$ cat src/design/cifp_defs.vh
// Constants for the cache inquire and flush pin logic
// What this block does
// - Flush: write back modified, invalidate, acknowledge
// - Flush low at reset fall: three-state test
// - Flush latched on falling edge, taken at boundary
// - Test decision from flush before reset release
// - Hit output on any valid cached line
// - Hit changes edge after strobe, then holds
// - Hit outputs driven except in test mode
// - Modified hit: assert hit-modified, then write back
// - Hit on line being written: no new writeback
// - Hit-modified shows result edge after strobe
// - Clean or miss: hit-modified stays negated
// - Hit-modified drops edge after last burst ready
`ifndef CIFP_DEFS_VH
`define CIFP_DEFS_VH
`define CIFP_BURST_BEATS      3'h4
`define CIFP_ST_IDLE          6'h01
`define CIFP_ST_WAITB         6'h02
`define CIFP_ST_WBREQ         6'h04
`define CIFP_ST_WBRUN         6'h08
`define CIFP_ST_INVAL         6'h10
`define CIFP_ST_ACK           6'h20
`endif

$ cat src/design/cifp_sync.v
// Two-flip-flop synchroniser for a pin input
`timescale 1ns/1ps
module cifp_sync #(
    parameter RESET_VAL = 1'b1
) (
    input  wire CLK,
    input  wire RESET,
    input  wire d,
    output wire q
);
    reg meta_r;
    reg q_r;
    always @(posedge CLK) begin
        if (RESET) begin
            meta_r <= RESET_VAL;
            q_r    <= RESET_VAL;
        end else begin
            meta_r <= d;
            q_r    <= meta_r;
        end
    end
    assign q = q_r;
endmodule

$ cat src/design/cifp_top.v
// Cache inquire, hit reporting and flush pin logic
`timescale 1ns/1ps
`include "cifp_defs.vh"
module cifp_top (
    input  wire CLK,
    input  wire RESET,
    input  wire FLUSH_REQ_N,
    input  wire INQUIRE_ADDR_STROBE_N,
    input  wire BURST_READY_N,
    input  wire INSN_BOUNDARY,
    input  wire LOOKUP_HIT,
    input  wire LOOKUP_MODIFIED,
    input  wire LOOKUP_WB_BUSY,
    input  wire WB_GRANT,
    input  wire FLUSH_DIRTY_LEFT,
    input  wire INVAL_DONE,
    input  wire ACK_DONE,
    output wire INQUIRE_HIT_N_O,
    output wire INQUIRE_HIT_N_OE,
    output wire INQUIRE_HIT_MODIFIED_N_O,
    output wire INQUIRE_HIT_MODIFIED_N_OE,
    output wire TEST_MODE,
    output wire WB_START,
    output wire FLUSH_WB_REQ,
    output wire INVAL_ALL,
    output wire FLUSH_ACK_CYCLE,
    output wire FLUSH_BUSY
);
    // ============================================================
    // Pin synchronisers
    // ============================================================
    wire flush_s;
    wire strobe_s;
    wire burst_ready_n_s;

    // Flush sync runs through reset, else the strap level never reaches release
    cifp_sync #(.RESET_VAL(1'b1)) u_sync_flush (
        .CLK(CLK), .RESET(1'b0), .d(FLUSH_REQ_N), .q(flush_s));
    cifp_sync #(.RESET_VAL(1'b1)) u_sync_inquire_addr_strobe_n (
        .CLK(CLK), .RESET(RESET), .d(INQUIRE_ADDR_STROBE_N), .q(strobe_s));
    cifp_sync #(.RESET_VAL(1'b1)) u_sync_burst_ready_n (
        .CLK(CLK), .RESET(RESET), .d(BURST_READY_N), .q(burst_ready_n_s));

    // ============================================================
    // Test-mode strap at reset release
    // ============================================================
    reg reset_d_r;
    reg flush_prev_r;
    reg test_mode_r;

    always @(posedge CLK) begin
        reset_d_r    <= RESET;
        flush_prev_r <= flush_s;
        if (RESET) begin
            test_mode_r <= 1'b0;
        end else if (reset_d_r && !flush_prev_r) begin
            // Flush level from the edge before reset was seen low
            test_mode_r <= 1'b1;
        end
    end

    // ============================================================
    // Flush request latch
    // ============================================================
    reg flush_pend_r;
    reg [5:0] fstate_r;
    reg [5:0] fstate_nxt;
    wire flush_fall = flush_prev_r && !flush_s;
    wire flush_take = flush_pend_r && INSN_BOUNDARY && (fstate_r == `CIFP_ST_IDLE);

    always @(posedge CLK) begin
        if (RESET) begin
            flush_pend_r <= 1'b0;
        end else if (flush_fall && !test_mode_r) begin
            // Set beats a same-cycle take so a new edge is not lost
            flush_pend_r <= 1'b1;
        end else if (flush_take) begin
            flush_pend_r <= 1'b0;
        end
    end

    // ============================================================
    // Inquire response and writeback tracking
    // ============================================================
    reg hit_n_r;
    reg inquire_hit_modified_n_n_r;
    reg wb_start_r;
    reg wb_act_r;
    reg [2:0] beat_r;
    reg strobe_prev_r;
    // Strobe ignored the edge after one is taken and while hit-modified is held
    wire strobe_take = !strobe_s && !strobe_prev_r && inquire_hit_modified_n_n_r && !test_mode_r;
    wire last_beat   = wb_act_r && !burst_ready_n_s && (beat_r == `CIFP_BURST_BEATS - 3'h1);

    always @(posedge CLK) begin
        if (RESET) begin
            hit_n_r       <= 1'b1;
            inquire_hit_modified_n_n_r      <= 1'b1;
            wb_start_r    <= 1'b0;
            wb_act_r      <= 1'b0;
            beat_r        <= 3'h0;
            strobe_prev_r <= 1'b0;
        end else begin
            strobe_prev_r <= !strobe_s;
            wb_start_r    <= 1'b0;
            if (strobe_take) begin
                hit_n_r  <= !LOOKUP_HIT;
                inquire_hit_modified_n_n_r <= !(LOOKUP_HIT && LOOKUP_MODIFIED);
                if (LOOKUP_HIT && LOOKUP_MODIFIED && !LOOKUP_WB_BUSY) begin
                    wb_start_r <= 1'b1;
                    wb_act_r   <= 1'b1;
                    beat_r     <= 3'h0;
                end else if (LOOKUP_HIT && LOOKUP_MODIFIED) begin
                    // Existing writeback ends the hold; no second cycle
                    wb_act_r <= 1'b1;
                    beat_r   <= 3'h0;
                end
            end else if (wb_act_r && !burst_ready_n_s) begin
                if (last_beat) begin
                    inquire_hit_modified_n_n_r <= 1'b1;
                    wb_act_r <= 1'b0;
                end
                beat_r <= beat_r + 3'h1;
            end
        end
    end

    // ============================================================
    // Flush sequence
    // ============================================================
    localparam ST_IDLE  = `CIFP_ST_IDLE;
    localparam ST_WAITB = `CIFP_ST_WAITB;
    localparam ST_WBREQ = `CIFP_ST_WBREQ;
    localparam ST_WBRUN = `CIFP_ST_WBRUN;
    localparam ST_INVAL = `CIFP_ST_INVAL;
    localparam ST_ACK   = `CIFP_ST_ACK;

    reg fwb_r;
    reg finv_r;
    reg fack_r;

    always @* begin
        fstate_nxt = fstate_r;
        case (fstate_r)
            ST_IDLE: begin
                if (flush_take) begin
                    fstate_nxt = ST_WBREQ;
                end
            end
            ST_WBREQ: begin
                if (!FLUSH_DIRTY_LEFT) begin
                    fstate_nxt = ST_INVAL;
                end else if (WB_GRANT) begin
                    fstate_nxt = ST_WBRUN;
                end
            end
            ST_WBRUN: begin
                if (!burst_ready_n_s) begin
                    fstate_nxt = ST_WAITB;
                end
            end
            ST_WAITB: begin
                fstate_nxt = ST_WBREQ;
            end
            ST_INVAL: begin
                if (INVAL_DONE) begin
                    fstate_nxt = ST_ACK;
                end
            end
            ST_ACK: begin
                if (ACK_DONE) begin
                    fstate_nxt = ST_IDLE;
                end
            end
            default: begin
                fstate_nxt = ST_IDLE;
            end
        endcase
    end

    always @(posedge CLK) begin
        if (RESET) begin
            fstate_r <= ST_IDLE;
            fwb_r    <= 1'b0;
            finv_r   <= 1'b0;
            fack_r   <= 1'b0;
        end else begin
            fstate_r <= fstate_nxt;
            // Request stays up across the settle cycle so it reads as one level
            fwb_r    <= (fstate_nxt == ST_WBREQ) || (fstate_nxt == ST_WBRUN) ||
                        (fstate_nxt == ST_WAITB);
            finv_r   <= (fstate_nxt == ST_INVAL);
            fack_r   <= (fstate_nxt == ST_ACK);
        end
    end

    // ============================================================
    // Outputs
    // ============================================================
    reg oe_r;
    always @(posedge CLK) begin
        if (RESET) begin
            oe_r <= 1'b1;
        end else begin
            oe_r <= !(test_mode_r || (reset_d_r && !flush_prev_r));
        end
    end

    assign INQUIRE_HIT_N_O           = hit_n_r;
    assign INQUIRE_HIT_N_OE          = oe_r;
    assign INQUIRE_HIT_MODIFIED_N_O  = inquire_hit_modified_n_n_r;
    assign INQUIRE_HIT_MODIFIED_N_OE = oe_r;
    assign TEST_MODE                 = test_mode_r;
    assign WB_START                  = wb_start_r;
    assign FLUSH_WB_REQ              = fwb_r;
    assign INVAL_ALL                 = finv_r;
    assign FLUSH_ACK_CYCLE           = fack_r;
    assign FLUSH_BUSY                = flush_pend_r;
endmodule

$ cat config.mk
export PLATFORM = sky130hd
export DESIGN_NAME = cifp_top
export DESIGN_NICKNAME = d
export VERILOG_FILES = /design/src/design/cifp_sync.v /design/src/design/cifp_top.v
export VERILOG_INCLUDE_DIRS = /design/src /design/src/design
export SDC_FILE = /design/constraint.sdc
export NUM_CORES = 1
export LEC_CHECK = 0
export BUFFER_PORTS_ARGS = -buffer_cell sky130_fd_sc_hd__buf_2
export CAP_MARGIN = 5
export CORE_MARGIN = 2
export CORE_UTILIZATION = 56
export DETAILED_ROUTE_END_ITERATION = 12
export HOLD_SLACK_MARGIN = 0.12
export PLACE_DENSITY = 0.81
export SYNTH_ARGS = -nofsm -noshare
export SYNTH_HDL_FRONTEND = slang
export SYNTH_SLANG_ARGS = --single-unit
$ cat constraint.sdc
create_clock -name CLK -period 3.3 [get_ports CLK]
set_input_delay 0.66 -clock CLK [delete_from_list [all_inputs] [get_ports CLK]]
set_output_delay 0.66 -clock CLK [all_outputs]
set_load 0.02 [all_outputs]
==> flow_results.xml, run 1 <==
<?xml version="1.0" encoding="UTF-8"?>
<metrics>
  <group name="global_route">
    <metric name="grt_util_met3" unit="%">3.64</metric>
    <metric name="grt_max_degree" unit="">23</metric>
    <metric name="gr-usage-met2" unit="%">32.0</metric>
    <metric name="global_route.usage.met1" unit="%">24.5</metric>
    <metric name="grt_antenna_before_repair" unit="">0</metric>
    <metric name="overflow_left_after_global_routing" unit="">0</metric>
    <metric name="grt_pass1_vias" unit="">907</metric>
    <metric name="grt_usage" unit="%">19.6</metric>
    <metric name="gr-max-usage-layer" unit="">met2</metric>
    <metric name="grt_pass1_wl" unit="microns">3710</metric>
  </group>
  <group name="timing">
    <metric name="finalHoldViolCount" unit="">0</metric>
    <metric name="relSlewSlack" unit="%">66.8</metric>
    <metric name="rsz0062_at_grt" unit="">false</metric>
    <metric name="final_skew" unit="ns">0.00636</metric>
    <metric name="fmax" unit="MHz">614</metric>
    <metric name="timing.setup.tns" unit="ns">0</metric>
    <metric name="setup_violations" unit="">0</metric>
    <metric name="report.final.slew_viol_count" unit="">0</metric>
    <metric name="tightest_slew" unit="ns">0.494</metric>
    <metric name="fin_crit" unit="ns">1.63</metric>
    <metric name="final.period_utilization" unit="%">49.3</metric>
  </group>
  <group name="drt">
    <metric name="dr.pass1.iters" unit="">4</metric>
    <metric name="route.antenna.remaining_nets" unit="">0</metric>
    <metric name="drt-initial-drc-count" unit="">17</metric>
    <metric name="num_vias" unit="">953</metric>
    <metric name="route.final.wire_length" unit="microns">2180</metric>
    <metric name="detail_route.drc_violations" unit="">0</metric>
    <metric name="detail_route.vias_per_cell" unit="">5.64</metric>
    <metric name="routed_wire_length_per_instance" unit="microns">12.9</metric>
  </group>
  <group name="final_layout">
    <metric name="drive_gt1_share" unit="%">28.2</metric>
    <metric name="antenna_cells" unit="">0</metric>
    <metric name="final-instance-count-excl-fill" unit="">169</metric>
    <metric name="net_count_final" unit="">158</metric>
    <metric name="largest_register_ff_count" unit="">6</metric>
    <metric name="final_util" unit="%">66.9</metric>
    <metric name="layout-area-overhead-vs-synth" unit="%">12.1</metric>
    <metric name="most_used_cells_in_the_layout_excluding_fill_and_tap_cells" unit="">28 x dfxtp_1, 22 x buf_2, 19 x nor2_1</metric>
    <metric name="fillCellCount" unit="">181</metric>
    <metric name="area_of_the_multi_input_gates" unit="sq um">553</metric>
    <metric name="registers_with_the_most_flip_flops" unit="">fstate_r: 6 flops, beat_r: 3 flops</metric>
    <metric name="final_cell_area" unit="sq um">1310</metric>
    <metric name="largest_register" unit="">fstate_r</metric>
    <metric name="mostFrequentLayoutCell" unit="">dfxtp_1</metric>
    <metric name="seqCellArea" unit="sq um">561</metric>
  </group>
  <group name="setup_path">
    <metric name="cell_chain_of_the_critical_path" unit="">buf_2</metric>
    <metric name="worst_setup_path_class" unit="">flip-flop to output pin</metric>
    <metric name="critPathTopFamily" unit="">flip-flops</metric>
    <metric name="worst-path-buf-inv" unit="">1</metric>
    <metric name="arrival" unit="ns">0.97</metric>
    <metric name="maximum_cell_stage_delay_along_the_critical_path" unit="ns">0.44</metric>
    <metric name="cp-endpoint" unit="">TEST_MODE</metric>
    <metric name="worstReg2RegStart" unit="">fstate_r[1]$_SDFF_PP0_</metric>
    <metric name="reg2reg_slack" unit="ns">1.71</metric>
    <metric name="critical_path.slowest_cell" unit="">dfxtp_1</metric>
    <metric name="number_of_cells_on_the_worst_reg_to_reg_path" unit="">5</metric>
    <metric name="path_depth" unit="">1</metric>
    <metric name="worst_setup_path_end_kind" unit="">output pin</metric>
    <metric name="crit_path_start_kind" unit="">flip-flop</metric>
    <metric name="worst_ep_required_time" unit="ns">2.64</metric>
    <metric name="critPathMaxFanout" unit="">5</metric>
    <metric name="worst_setup_path_startpoint" unit="">TEST_MODE$_SDFFE_PP0P_</metric>
    <metric name="worst_r2r_endpoint" unit="">FLUSH_WB_REQ$_SDFF_PP0_</metric>
  </group>
  <group name="placement">
    <metric name="numPortBuffers" unit="">22</metric>
    <metric name="dpl.hpwl" unit="microns">1620</metric>
    <metric name="dpl_cell_area" unit="sq um">1280</metric>
    <metric name="numPlacedInstances" unit="">165</metric>
    <metric name="gpl.final_weighted_congestion" unit="">0.907</metric>
  </group>
  <group name="run_status">
    <metric name="status" unit="">finished, final reports clean</metric>
  </group>
  <group name="power_and_ir_drop">
    <metric name="cellPowerDensity" unit="nW/um^2">462</metric>
    <metric name="post-layout-total-power" unit="W">0.000606</metric>
    <metric name="static_leakage" unit="nW">0.535</metric>
    <metric name="irDropWorstVdd" unit="mV">0.365</metric>
  </group>
  <group name="synth">
    <metric name="synthesis.area_per_instance" unit="sq um">9.60</metric>
    <metric name="postSynthNetCount" unit="">137</metric>
    <metric name="synth-main-ff-cell" unit="">dfxtp_1</metric>
    <metric name="synth.cell_area" unit="sq um">1170</metric>
    <metric name="yosysWarnings" unit="">0</metric>
    <metric name="synth_cell_types" unit="">42</metric>
    <metric name="asyncSetResetFlopFracSynth" unit="%">0</metric>
    <metric name="synth-seq-cells" unit="">28</metric>
    <metric name="synth_enable_flop_cells" unit="">0</metric>
    <metric name="yosysSeqAreaShare" unit="%">47.9</metric>
    <metric name="synthesis.instances" unit="">122</metric>
  </group>
  <group name="floorplan">
    <metric name="design.die.area" unit="sq um">2470</metric>
    <metric name="floorplan.die.height" unit="microns">49.7</metric>
    <metric name="floorplan.initialDensity" unit="%">59.7</metric>
    <metric name="num_rows" unit="">16</metric>
    <metric name="die_x" unit="microns">49.7</metric>
    <metric name="io-pin-count" unit="">23</metric>
    <metric name="coreArea" unit="sq um">1960</metric>
  </group>
  <group name="cts">
    <metric name="clock_tree.buffer_depth" unit="">2</metric>
    <metric name="clock_latency" unit="ns">0.33</metric>
    <metric name="clkTransAtPathRegs" unit="ns">0.15</metric>
    <metric name="numCtsBuffers" unit="">3</metric>
    <metric name="ctsRootBufferMaster" unit="">clkbuf_4</metric>
    <metric name="ctsResizeCount" unit="">0</metric>
    <metric name="cts_tree" unit="">done</metric>
    <metric name="cts_setup_buffers" unit="">0</metric>
    <metric name="holdBufCountCts" unit="">0</metric>
    <metric name="numClockSinks" unit="">28</metric>
    <metric name="htree_levels" unit="">1</metric>
  </group>
  <group name="hold_path">
    <metric name="hp-class" unit="">flip-flop to flip-flop</metric>
  </group>
  <group name="run">
    <metric name="timing.max_cap.violations" unit="">0</metric>
  </group>
</metrics>
[worst min-delay path by stage]
stage	slack [ns]	depth (start not counted)	from	endpoint
3_3_place_gp	0.31	0	u_sync_flush.meta_r$_DFF_P_	u_sync_flush.q$_DFF_P_
5_1_grt	0.36	0	u_sync_flush.meta_r$_DFF_P_	u_sync_flush.q$_DFF_P_
2_1_floorplan	0.31	0	u_sync_flush.meta_r$_DFF_P_	u_sync_flush.q$_DFF_P_
6_report	0.36	0	u_sync_flush.meta_r$_DFF_P_	u_sync_flush.q$_DFF_P_
3_5_place_dp	0.33	0	u_sync_flush.meta_r$_DFF_P_	u_sync_flush.q$_DFF_P_
4_1_cts	0.36	0	u_sync_flush.meta_r$_DFF_P_	u_sync_flush.q$_DFF_P_
[cells by family after synthesis]
group           after synthesis  synth area share (%)
simple gates                 57                  30.1
compound gates               23                  14.2
flops                        28                  47.9
buf+inv                      11                  4.91
fa+ha+maj                     2                  2.14
xor+xnor                      1                 0.748
[synth_stat cells (all sizes together) (2+ instances only)]
| master | number | area [sq um] |
|---|---|---|
| a211oi | 2 | 20.0 |
| a21oi | 8 | 40.0 |
| and3 | 2 | 17.5 |
| buf | 3 | 26.3 |
| clkbuf | 3 | 12.5 |
| dfxtp | 28 | 561 |
| ha | 2 | 25.0 |
| inv | 5 | 18.8 |
| nand2 | 5 | 18.8 |
| nand2b | 2 | 12.5 |
| nand3 | 4 | 20.0 |
| nand4 | 2 | 12.5 |
| nor2 | 20 | 82.6 |
| nor2b | 4 | 25.0 |
| nor3 | 4 | 20.0 |
| nor4 | 2 | 18.8 |
| nor4b | 3 | 56.3 |
| o21ai | 2 | 10.0 |
| o22ai | 2 | 18.8 |
| or2 | 5 | 31.3 |
[per-layer routing]
metal | share of wire, % | routed length [microns] | vias to the layer above
li1 | - | - | 469
met1 | 45 | 992 | 435
met2 | 46 | 1010 | 45
met3 | 6.5 | 141 | 4
met4 | 1.6 | 36 | 0
met5 | 0 | 0 | -
[stage by stage]
| step | setup slack, ns | hold WS, ns |
|---|---|---|
| detailed placement | 1.71 | 0.331 |
| CTS | 1.67 | 0.363 |
| global route | 1.62 | 0.361 |
| finish | 1.67 | 0.363 |
| global placement | 1.75 | 0.312 |
| floorplan | 1.80 | 0.310 |
[report_power, final]
group           total, W  switching [W]  internal, W  leakage [nW]
Combinational  0.0000727      0.0000405    0.0000321         0.285
Sequential      0.000368      0.0000153     0.000352         0.229
Clock           0.000166      0.0000984    0.0000676        0.0210
Total           0.000606       0.000154     0.000452         0.535
[cell type report]
cell class	instances	share of cell area (%)
Clock buffer	4	2.76
Inverter	5	1.43
Multi-Input combinational cell	83	42.1
Sequential cell	28	42.7
Tap cell	27	2.57
Timing Repair Buffer	22	8.39
Power figures use the tool's default switching activity.
==> inputs of run 2 (changes only) <==
ABC_AREA = 1   (was default)
CORE_UTILIZATION = 51   (was 56)
PLACE_DENSITY = 0.75   (was 0.81)
clock period = 1.65 ns   (was 3.3 ns; I/O delays follow)
==> run 2 against run 1 <==
Final cell count up 9.5%. First-iteration DRC count down 35%. Power up 110%. Synthesized area down 7.3%. Clock power rose to 2.7 times the previous value. Clock-buffer cell count down 1. Wire length down 12%. Non-clock buffer count up 1. Die area up 1.7%. Largest cell class unchanged.
==> flow_results.xml, run 2 <==
<?xml version="1.0" encoding="UTF-8"?>
<metrics>
  <group name="setup_path">
    <metric name="number_of_cells_on_the_worst_reg_to_reg_path" unit="">5</metric>
    <metric name="critical_path.slowest_cell" unit="">dfxtp_1</metric>
    <metric name="cell_chain_of_the_critical_path" unit="">buf_2</metric>
    <metric name="cp-endpoint" unit="">INQUIRE_HIT_MODIFIED_N_O</metric>
    <metric name="worst-path-buf-inv" unit="">1</metric>
    <metric name="worst_setup_path_class" unit="">flip-flop to output pin</metric>
    <metric name="worst_r2r_endpoint" unit="">wb_act_r$_SDFFE_PP0P_</metric>
    <metric name="reg2reg_slack" unit="ns">0.45</metric>
    <metric name="maximum_cell_stage_delay_along_the_critical_path" unit="ns">0.40</metric>
    <metric name="crit_path_start_kind" unit="">flip-flop</metric>
    <metric name="critPathMaxFanout" unit="">3</metric>
    <metric name="critPathTopFamily" unit="">flip-flops</metric>
    <metric name="worst_ep_required_time" unit="ns">1.32</metric>
    <metric name="worst_setup_path_startpoint" unit="">INQUIRE_HIT_MODIFIED_N_O$_SDFFE_PP1P_</metric>
    <metric name="arrival" unit="ns">0.91</metric>
    <metric name="worstReg2RegStart" unit="">beat_r[0]$_SDFFE_PP0P_</metric>
    <metric name="path_depth" unit="">1</metric>
    <metric name="worst_setup_path_end_kind" unit="">output pin</metric>
  </group>
  <group name="synth">
    <metric name="synth_enable_flop_cells" unit="">0</metric>
    <metric name="synthesis.area_per_instance" unit="sq um">8.17</metric>
    <metric name="post_synth_most_frequent_cells" unit="">28 x dfxtp_1, 24 x nor2_1, 17 x inv_1, 17 x nand2_1, 8 x nand3_1</metric>
    <metric name="yosysWarnings" unit="">0</metric>
    <metric name="synth_largest_type_area_fraction" unit="%">51.6</metric>
    <metric name="postSynthNetCount" unit="">148</metric>
    <metric name="synthesis.instances" unit="">133</metric>
    <metric name="post_synth_main_area_contributors" unit="">dfxtp_1 52%, nor2_1 8.3%, inv_1 5.9%</metric>
    <metric name="synth-seq-cells" unit="">28</metric>
    <metric name="synth.most_common_cell" unit="">dfxtp_1</metric>
    <metric name="asyncSetResetFlopFracSynth" unit="%">0</metric>
    <metric name="synth.cell_area" unit="sq um">1090</metric>
    <metric name="post_synth_top_area_cell" unit="">dfxtp_1</metric>
    <metric name="synth_cell_types" unit="">24</metric>
    <metric name="synth-main-ff-cell" unit="">dfxtp_1</metric>
    <metric name="yosysSeqAreaShare" unit="%">51.6</metric>
  </group>
  <group name="drt">
    <metric name="detail_route.drc_violations" unit="">0</metric>
    <metric name="dr.pass1.iters" unit="">4</metric>
    <metric name="route.antenna.remaining_nets" unit="">0</metric>
    <metric name="routed_wire_length_per_instance" unit="microns">10.4</metric>
    <metric name="detail_route.vias_per_cell" unit="">4.94</metric>
    <metric name="drt-initial-drc-count" unit="">11</metric>
    <metric name="route.final.wire_length" unit="microns">1930</metric>
    <metric name="num_vias" unit="">913</metric>
  </group>
  <group name="placement">
    <metric name="preCtsSetupSlack" unit="ns">0.509</metric>
    <metric name="numPortBuffers" unit="">22</metric>
    <metric name="gpl.final_weighted_congestion" unit="">0.814</metric>
    <metric name="dpl.hpwl" unit="microns">1400</metric>
  </group>
  <group name="timing">
    <metric name="timing.setup.tns" unit="ns">0</metric>
    <metric name="finalHoldViolCount" unit="">0</metric>
    <metric name="rsz0062_at_grt" unit="">false</metric>
    <metric name="final.period_utilization" unit="%">75.4</metric>
    <metric name="relSlewSlack" unit="%">82.3</metric>
    <metric name="whs" unit="ns">0.143</metric>
    <metric name="report.final.slew_viol_count" unit="">0</metric>
    <metric name="fin_crit" unit="ns">1.24</metric>
    <metric name="final_skew" unit="ns">0.00495</metric>
    <metric name="setup_violations" unit="">0</metric>
    <metric name="tightest_slew" unit="ns">0.265</metric>
    <metric name="post-route-worst-setup-slack" unit="ns">0.407</metric>
    <metric name="fmax" unit="MHz">804</metric>
  </group>
  <group name="cts">
    <metric name="cts_setup_buffers" unit="">0</metric>
    <metric name="clock_tree.buffer_depth" unit="">2</metric>
    <metric name="clock_latency" unit="ns">0.33</metric>
    <metric name="numClockSinks" unit="">28</metric>
    <metric name="ctsRootBufferMaster" unit="">clkbuf_4</metric>
    <metric name="numCtsBuffers" unit="">3</metric>
    <metric name="cts_tree" unit="">done</metric>
    <metric name="clkTransAtPathRegs" unit="ns">0.14</metric>
    <metric name="htree_levels" unit="">1</metric>
  </group>
  <group name="global_route">
    <metric name="grt_antenna_before_repair" unit="">0</metric>
    <metric name="grt_max_degree" unit="">18</metric>
    <metric name="grt_pass1_vias" unit="">826</metric>
    <metric name="overflow_left_after_global_routing" unit="">0</metric>
    <metric name="grt_usage" unit="%">17.0</metric>
    <metric name="grt_pass1_wl" unit="microns">3240</metric>
  </group>
  <group name="final_layout">
    <metric name="seqCellArea" unit="sq um">561</metric>
    <metric name="area_of_the_multi_input_gates" unit="sq um">445</metric>
    <metric name="final_util" unit="%">64.6</metric>
    <metric name="registers_with_the_most_flip_flops" unit="">fstate_r: 6 flops, beat_r: 3 flops</metric>
    <metric name="mostFrequentLayoutCell" unit="">dfxtp_1</metric>
    <metric name="most_used_cells_in_the_layout_excluding_fill_and_tap_cells" unit="">28 x dfxtp_1, 24 x nor2_1, 22 x buf_2</metric>
    <metric name="antenna_cells" unit="">0</metric>
    <metric name="fillCellCount" unit="">171</metric>
    <metric name="drive_gt1_share" unit="%">24.1</metric>
    <metric name="largest_register" unit="">fstate_r</metric>
    <metric name="layout-area-overhead-vs-synth" unit="%">18.0</metric>
    <metric name="largest_register_ff_count" unit="">6</metric>
    <metric name="net_count_final" unit="">174</metric>
  </group>
  <group name="run_status">
    <metric name="status" unit="">finished, final reports clean</metric>
  </group>
  <group name="power_and_ir_drop">
    <metric name="cellPowerDensity" unit="nW/um^2">978</metric>
    <metric name="p_int" unit="W">0.000984</metric>
    <metric name="power.net_switching" unit="W">0.000268</metric>
    <metric name="irDropWorstVdd" unit="mV">0.756</metric>
    <metric name="swShare" unit="%">21.4</metric>
    <metric name="combPwrFrac" unit="%">7.8</metric>
    <metric name="power.sequential.fraction" unit="%">56.7</metric>
    <metric name="post-layout-total-power" unit="W">0.00125</metric>
    <metric name="static_leakage" unit="nW">0.622</metric>
    <metric name="power_frac_clock" unit="%">35.5</metric>
  </group>
  <group name="floorplan">
    <metric name="coreArea" unit="sq um">1980</metric>
    <metric name="floorplan.initialDensity" unit="%">54.8</metric>
    <metric name="die_x" unit="microns">50.1</metric>
    <metric name="design.die.area" unit="sq um">2510</metric>
    <metric name="num_rows" unit="">16</metric>
    <metric name="floorplan.die.height" unit="microns">50.1</metric>
    <metric name="io-pin-count" unit="">23</metric>
  </group>
  <group name="run">
    <metric name="timing.max_cap.violations" unit="">0</metric>
  </group>
  <group name="hold_path">
    <metric name="hp-class" unit="">primary input to flip-flop</metric>
  </group>
</metrics>
## run 2: cell types whose count changed in the layout (fill, tap and decap cells not counted), moves of 3 or more
cell	before	now
nor2_1	19	24
inv_1	5	17
nor3_1	4	1
o21ai_0	2	5
nand3_1	4	8
nor2b_1	4	0
nand2_1	5	17
## run 2: per-layer routing
metal / vias to the layer above / GRT usage [%] / share of wire [%]
met5: - / 0 / 0
met4: 0 / 12.0 / 2.4
met3: 4 / 1.79 / 3.1
met2: 17 / 28.7 / 48
met1: 416 / 19.9 / 46
li1: 476 / - / -
## run 2: worst reg2reg max path, stage by stage, from the launching register on
cell,delay (ns)
dfxtp_1,0.39
ha_1,0.17
ha_1,0.14
nand2_1,0.07
o21ai_0,0.25
a21oi_1,0.09
## run 2: worst min-delay path by stage
stage | from | end | depth (start not counted)
2_1_floorplan | u_sync_flush.meta_r$_DFF_P_ | u_sync_flush.q$_DFF_P_ | 0
3_3_place_gp | u_sync_flush.meta_r$_DFF_P_ | u_sync_flush.q$_DFF_P_ | 0
3_5_place_dp | u_sync_flush.meta_r$_DFF_P_ | u_sync_flush.q$_DFF_P_ | 0
4_1_cts | LOOKUP_WB_BUSY | WB_START$_SDFF_PP0_ | 2
5_1_grt | LOOKUP_WB_BUSY | WB_START$_SDFF_PP0_ | 2
6_report | LOOKUP_WB_BUSY | WB_START$_SDFF_PP0_ | 2
## run 2: layout make-up
class | count | area share, %
Clock buffer | 3 | 1.76
Clock inverter | 1 | 2.34
Inverter | 18 | 5.37
Multi-Input combinational cell | 85 | 34.8
Sequential cell | 28 | 43.7
Tap cell | 27 | 2.64
Timing Repair Buffer | 23 | 9.37
## run 2: per-stage QoR
step | std cells | instance area, sq um
CTS | 185 | 1280
global placement | 180 | 1220
floorplan | 133 | 1090
global route | 185 | 1280
finish | 185 | 1280
detailed placement | 180 | 1220
## run 2: cells by family after synthesis
logic type	Yosys count	share of synthesized area [%]
and+or+nand+nor	66	29.4
DFF	28	51.6
adders and majority gates	2	2.30
AOI/OAI and AO/OA	17	9.33
buffers and inverters	20	7.37
## run 2: power by group through the flow
stage | clock, W | sequential [W] | combinational, W
3_5_place_dp | 0 | 0.000725 | 0.0000960
4_1_cts | 0.000454 | 0.000711 | 0.0000986
2_1_floorplan | 0 | 0.000733 | 0.0000537
6_report | 0.000444 | 0.000711 | 0.0000978
5_1_grt | 0.000469 | 0.000713 | 0.000111
3_3_place_gp | 0 | 0.000724 | 0.0000940
## run 2: what timing repair did
| action | 4_1_cts | 5_1_grt |
|---|---|---|
| endpoints found under the hold margin | 1 | 0 |
| gates resized for setup | 0 | 0 |
| hold buffers | 1 | 0 |
==> inputs of run 3 (changes only) <==
CORE_UTILIZATION = 46   (was 51)
PLACE_DENSITY = 0.72   (was 0.75)
clock period = 1.02 ns   (was 1.65 ns; I/O delays follow)
==> run 3 against run 2 <==
First-iteration DRC count is 55% higher. Critical path depth is 3 higher. The flow now finishes with violations (setup timing). Sequential share of layout area is 7.6 points lower. Die area up 10%. Final cell count up 7.6%. Critical endpoint is now fstate_r[4]$_SDFF_PP0_.
==> flow_results.xml, run 3 (synthesized netlist as in run 2, its figures left out) <==
<?xml version="1.0" encoding="UTF-8"?>
<metrics>
  <group name="drt">
    <metric name="drt-initial-drc-count" unit="">17</metric>
    <metric name="route.final.wire_length" unit="microns">2600</metric>
    <metric name="dr.pass1.iters" unit="">4</metric>
    <metric name="num_vias" unit="">1002</metric>
    <metric name="detail_route.vias_per_cell" unit="">5.04</metric>
    <metric name="detail_route.drc_violations" unit="">0</metric>
    <metric name="routed_wire_length_per_instance" unit="microns">13.1</metric>
    <metric name="route.antenna.remaining_nets" unit="">0</metric>
  </group>
  <group name="final_layout">
    <metric name="final-instance-count-excl-fill" unit="">199</metric>
    <metric name="mostFrequentLayoutCell" unit="">nor2_1</metric>
    <metric name="largest_register_ff_count" unit="">6</metric>
    <metric name="antenna_cells" unit="">0</metric>
    <metric name="final_cell_area" unit="sq um">1640</metric>
    <metric name="largest_register" unit="">fstate_r</metric>
    <metric name="layout-area-overhead-vs-synth" unit="%">50.6</metric>
    <metric name="net_count_final" unit="">187</metric>
    <metric name="drive_gt1_share" unit="%">50.3</metric>
    <metric name="fillCellCount" unit="">160</metric>
    <metric name="most_used_cells_in_the_layout_excluding_fill_and_tap_cells" unit="">16 x nor2_1, 15 x dfxtp_2, 15 x inv_1</metric>
    <metric name="registers_with_the_most_flip_flops" unit="">fstate_r: 6 flops, beat_r: 3 flops</metric>
  </group>
  <group name="global_route">
    <metric name="grt_max_degree" unit="">17</metric>
    <metric name="grt_pass1_vias" unit="">902</metric>
    <metric name="overflow_left_after_global_routing" unit="">0</metric>
    <metric name="grt_antenna_before_repair" unit="">0</metric>
    <metric name="grt_usage" unit="%">19.0</metric>
    <metric name="grt_pass1_wl" unit="microns">3740</metric>
  </group>
  <group name="hold_path">
    <metric name="min_path_cells" unit="">2</metric>
    <metric name="hp-class" unit="">primary input to flip-flop</metric>
  </group>
  <group name="cts">
    <metric name="clock_latency" unit="ns">0.33</metric>
    <metric name="numClockSinks" unit="">28</metric>
    <metric name="ctsRootBufferMaster" unit="">clkbuf_4</metric>
    <metric name="numCtsBuffers" unit="">3</metric>
    <metric name="clock_tree.buffer_depth" unit="">2</metric>
    <metric name="htree_levels" unit="">1</metric>
    <metric name="cts_tree" unit="">done</metric>
    <metric name="clkTransAtPathRegs" unit="ns">0.15</metric>
  </group>
  <group name="floorplan">
    <metric name="die_x" unit="microns">52.6</metric>
    <metric name="floorplan.die.height" unit="microns">52.6</metric>
    <metric name="floorplan.initialDensity" unit="%">49.1</metric>
    <metric name="coreArea" unit="sq um">2210</metric>
    <metric name="num_rows" unit="">17</metric>
    <metric name="io-pin-count" unit="">23</metric>
    <metric name="design.die.area" unit="sq um">2770</metric>
  </group>
  <group name="power_and_ir_drop">
    <metric name="power.net_switching" unit="W">0.000471</metric>
    <metric name="irDropWorstVdd" unit="mV">1.34</metric>
    <metric name="power_frac_clock" unit="%">33.8</metric>
    <metric name="swShare" unit="%">22.2</metric>
    <metric name="cellPowerDensity" unit="nW/um^2">1300</metric>
    <metric name="combPwrFrac" unit="%">11.7</metric>
    <metric name="static_leakage" unit="nW">0.717</metric>
    <metric name="p_int" unit="W">0.00165</metric>
    <metric name="power.sequential.fraction" unit="%">54.6</metric>
  </group>
  <group name="run_status">
    <metric name="status" unit="">complete, but fails checks</metric>
    <metric name="violated_checks" unit="">setup timing</metric>
  </group>
  <group name="setup_path">
    <metric name="arrival" unit="ns">1.39</metric>
    <metric name="worst-path-buf-inv" unit="">0</metric>
    <metric name="path_depth" unit="">4</metric>
    <metric name="number_of_cells_on_the_worst_reg_to_reg_path" unit="">4</metric>
    <metric name="cell_chain_of_the_critical_path" unit="">nor2_4, nand4_1, o22a_1, nor2_1</metric>
    <metric name="worst_setup_path_end_kind" unit="">flip-flop</metric>
    <metric name="critical_path.slowest_cell" unit="">dfxtp_4</metric>
    <metric name="maximum_cell_stage_delay_along_the_critical_path" unit="ns">0.39</metric>
    <metric name="crit_path_start_kind" unit="">flip-flop</metric>
    <metric name="critPathTopFamily" unit="">simple AND/OR/NAND/NOR gates</metric>
    <metric name="critPathMaxFanout" unit="">5</metric>
    <metric name="worst_setup_path_class" unit="">flip-flop to flip-flop</metric>
    <metric name="worst_ep_required_time" unit="ns">1.29</metric>
  </group>
  <group name="placement">
    <metric name="gpl.final_weighted_congestion" unit="">0.823</metric>
    <metric name="numPlacedInstances" unit="">186</metric>
    <metric name="dpl_cell_area" unit="sq um">1260</metric>
    <metric name="dpl.hpwl" unit="microns">1600</metric>
    <metric name="numPortBuffers" unit="">22</metric>
  </group>
  <group name="timing">
    <metric name="fin_crit" unit="ns">1.12</metric>
    <metric name="report.final.slew_viol_count" unit="">0</metric>
    <metric name="post-route-worst-setup-slack" unit="ns">-0.0998</metric>
    <metric name="rsz0062_at_grt" unit="">true</metric>
    <metric name="final_skew" unit="ns">0.00681</metric>
    <metric name="tightest_slew" unit="ns">0.244</metric>
    <metric name="final.period_utilization" unit="%">110</metric>
    <metric name="finalHoldViolCount" unit="">0</metric>
    <metric name="relSlewSlack" unit="%">83.7</metric>
    <metric name="fmax" unit="MHz">893</metric>
    <metric name="setup_violations" unit="">14</metric>
  </group>
  <group name="run">
    <metric name="timing.max_cap.violations" unit="">0</metric>
  </group>
</metrics>
-- run 3: changes by cell type in the layout (fill, tap and decap cells not counted), moves of 6 or more --
cell | previous run | this run
buf_2 | 22 | 12
dfxtp_1 | 28 | 10
buf_6 | 0 | 12
dfxtp_2 | 0 | 15
buf_4 | 0 | 6
nor2_1 | 24 | 16
-- run 3: through the flow --
| stage | power, W | setup slack (ns) | hold slack [ns] | utilization [%] | TNS [ns] |
|---|---|---|---|---|---|
| final | 0.00212 | -0.0998 | 0.160 | 73.9 | -0.848 |
| after CTS | 0.00210 | -0.0667 | 0.157 | 68.5 | -0.420 |
| after global placement | 0.00134 | -0.0513 | 0.308 | 57.2 | -0.108 |
| after floorplan | 0.00127 | 0.000533 | 0.232 | - | 0 |
| after detailed placement | 0.00134 | -0.0907 | 0.313 | 57.2 | -0.280 |
| after global routing | 0.00222 | -0.201 | 0.148 | 73.9 | -2.25 |
-- run 3: layout make-up --
cell class                 count  area (sq um)  share of cell area (%)
clock inverter                 1          30.0                    1.84
multi-input combinational     85           582                    35.6
sequential                    28           591                    36.1
timing repair buffer          36           300                    18.4
inverter                      18          75.1                    4.59
tap                           28          35.0                    2.14
clock buffer                   3          22.5                    1.38
-- run 3: routing by layer --
metal	share of wire [%]	up-vias	global-route usage [%]	wire length [microns]
met3	4.5	4	4.00	116
li1	-	502	-	-
met4	1.8	0	10.3	48
met2	54	29	34.2	1410
met5	0	-	0	0
met1	39	467	20.4	1030
-- run 3: power groups by stage --
stage,clock (W),combinational [W],sequential [W]
after floorplan,0,0.0000872,0.00119
after global placement,0,0.000167,0.00117
after detailed placement,0,0.000170,0.00117
after CTS,0.000726,0.000217,0.00116
after global routing,0.000791,0.000271,0.00116
final,0.000716,0.000248,0.00116
-- run 3: timing repair --
action,4_1_cts,5_1_grt
pin swaps,13,5
buffers inserted,1,2
gates resized for setup,44,30
hold endpoints to repair,6,0
hold buffers,6,0
endpoints found under the setup margin,22,26
-- run 3: worst paths after layout --
path	slack, ns	from	endpoint
worst max-delay path	-0.1	fstate_r[0]$_SDFF_PP1_	fstate_r[4]$_SDFF_PP0_
worst min register to register	0.34	u_sync_flush.meta_r$_DFF_P_	u_sync_flush.q$_DFF_P_
worst min-delay path	0.16	RESET	u_sync_inquire_addr_strobe_n.meta_r$_SDFF_PP1_
worst max register to register	-0.1	fstate_r[0]$_SDFF_PP1_	fstate_r[4]$_SDFF_PP0_
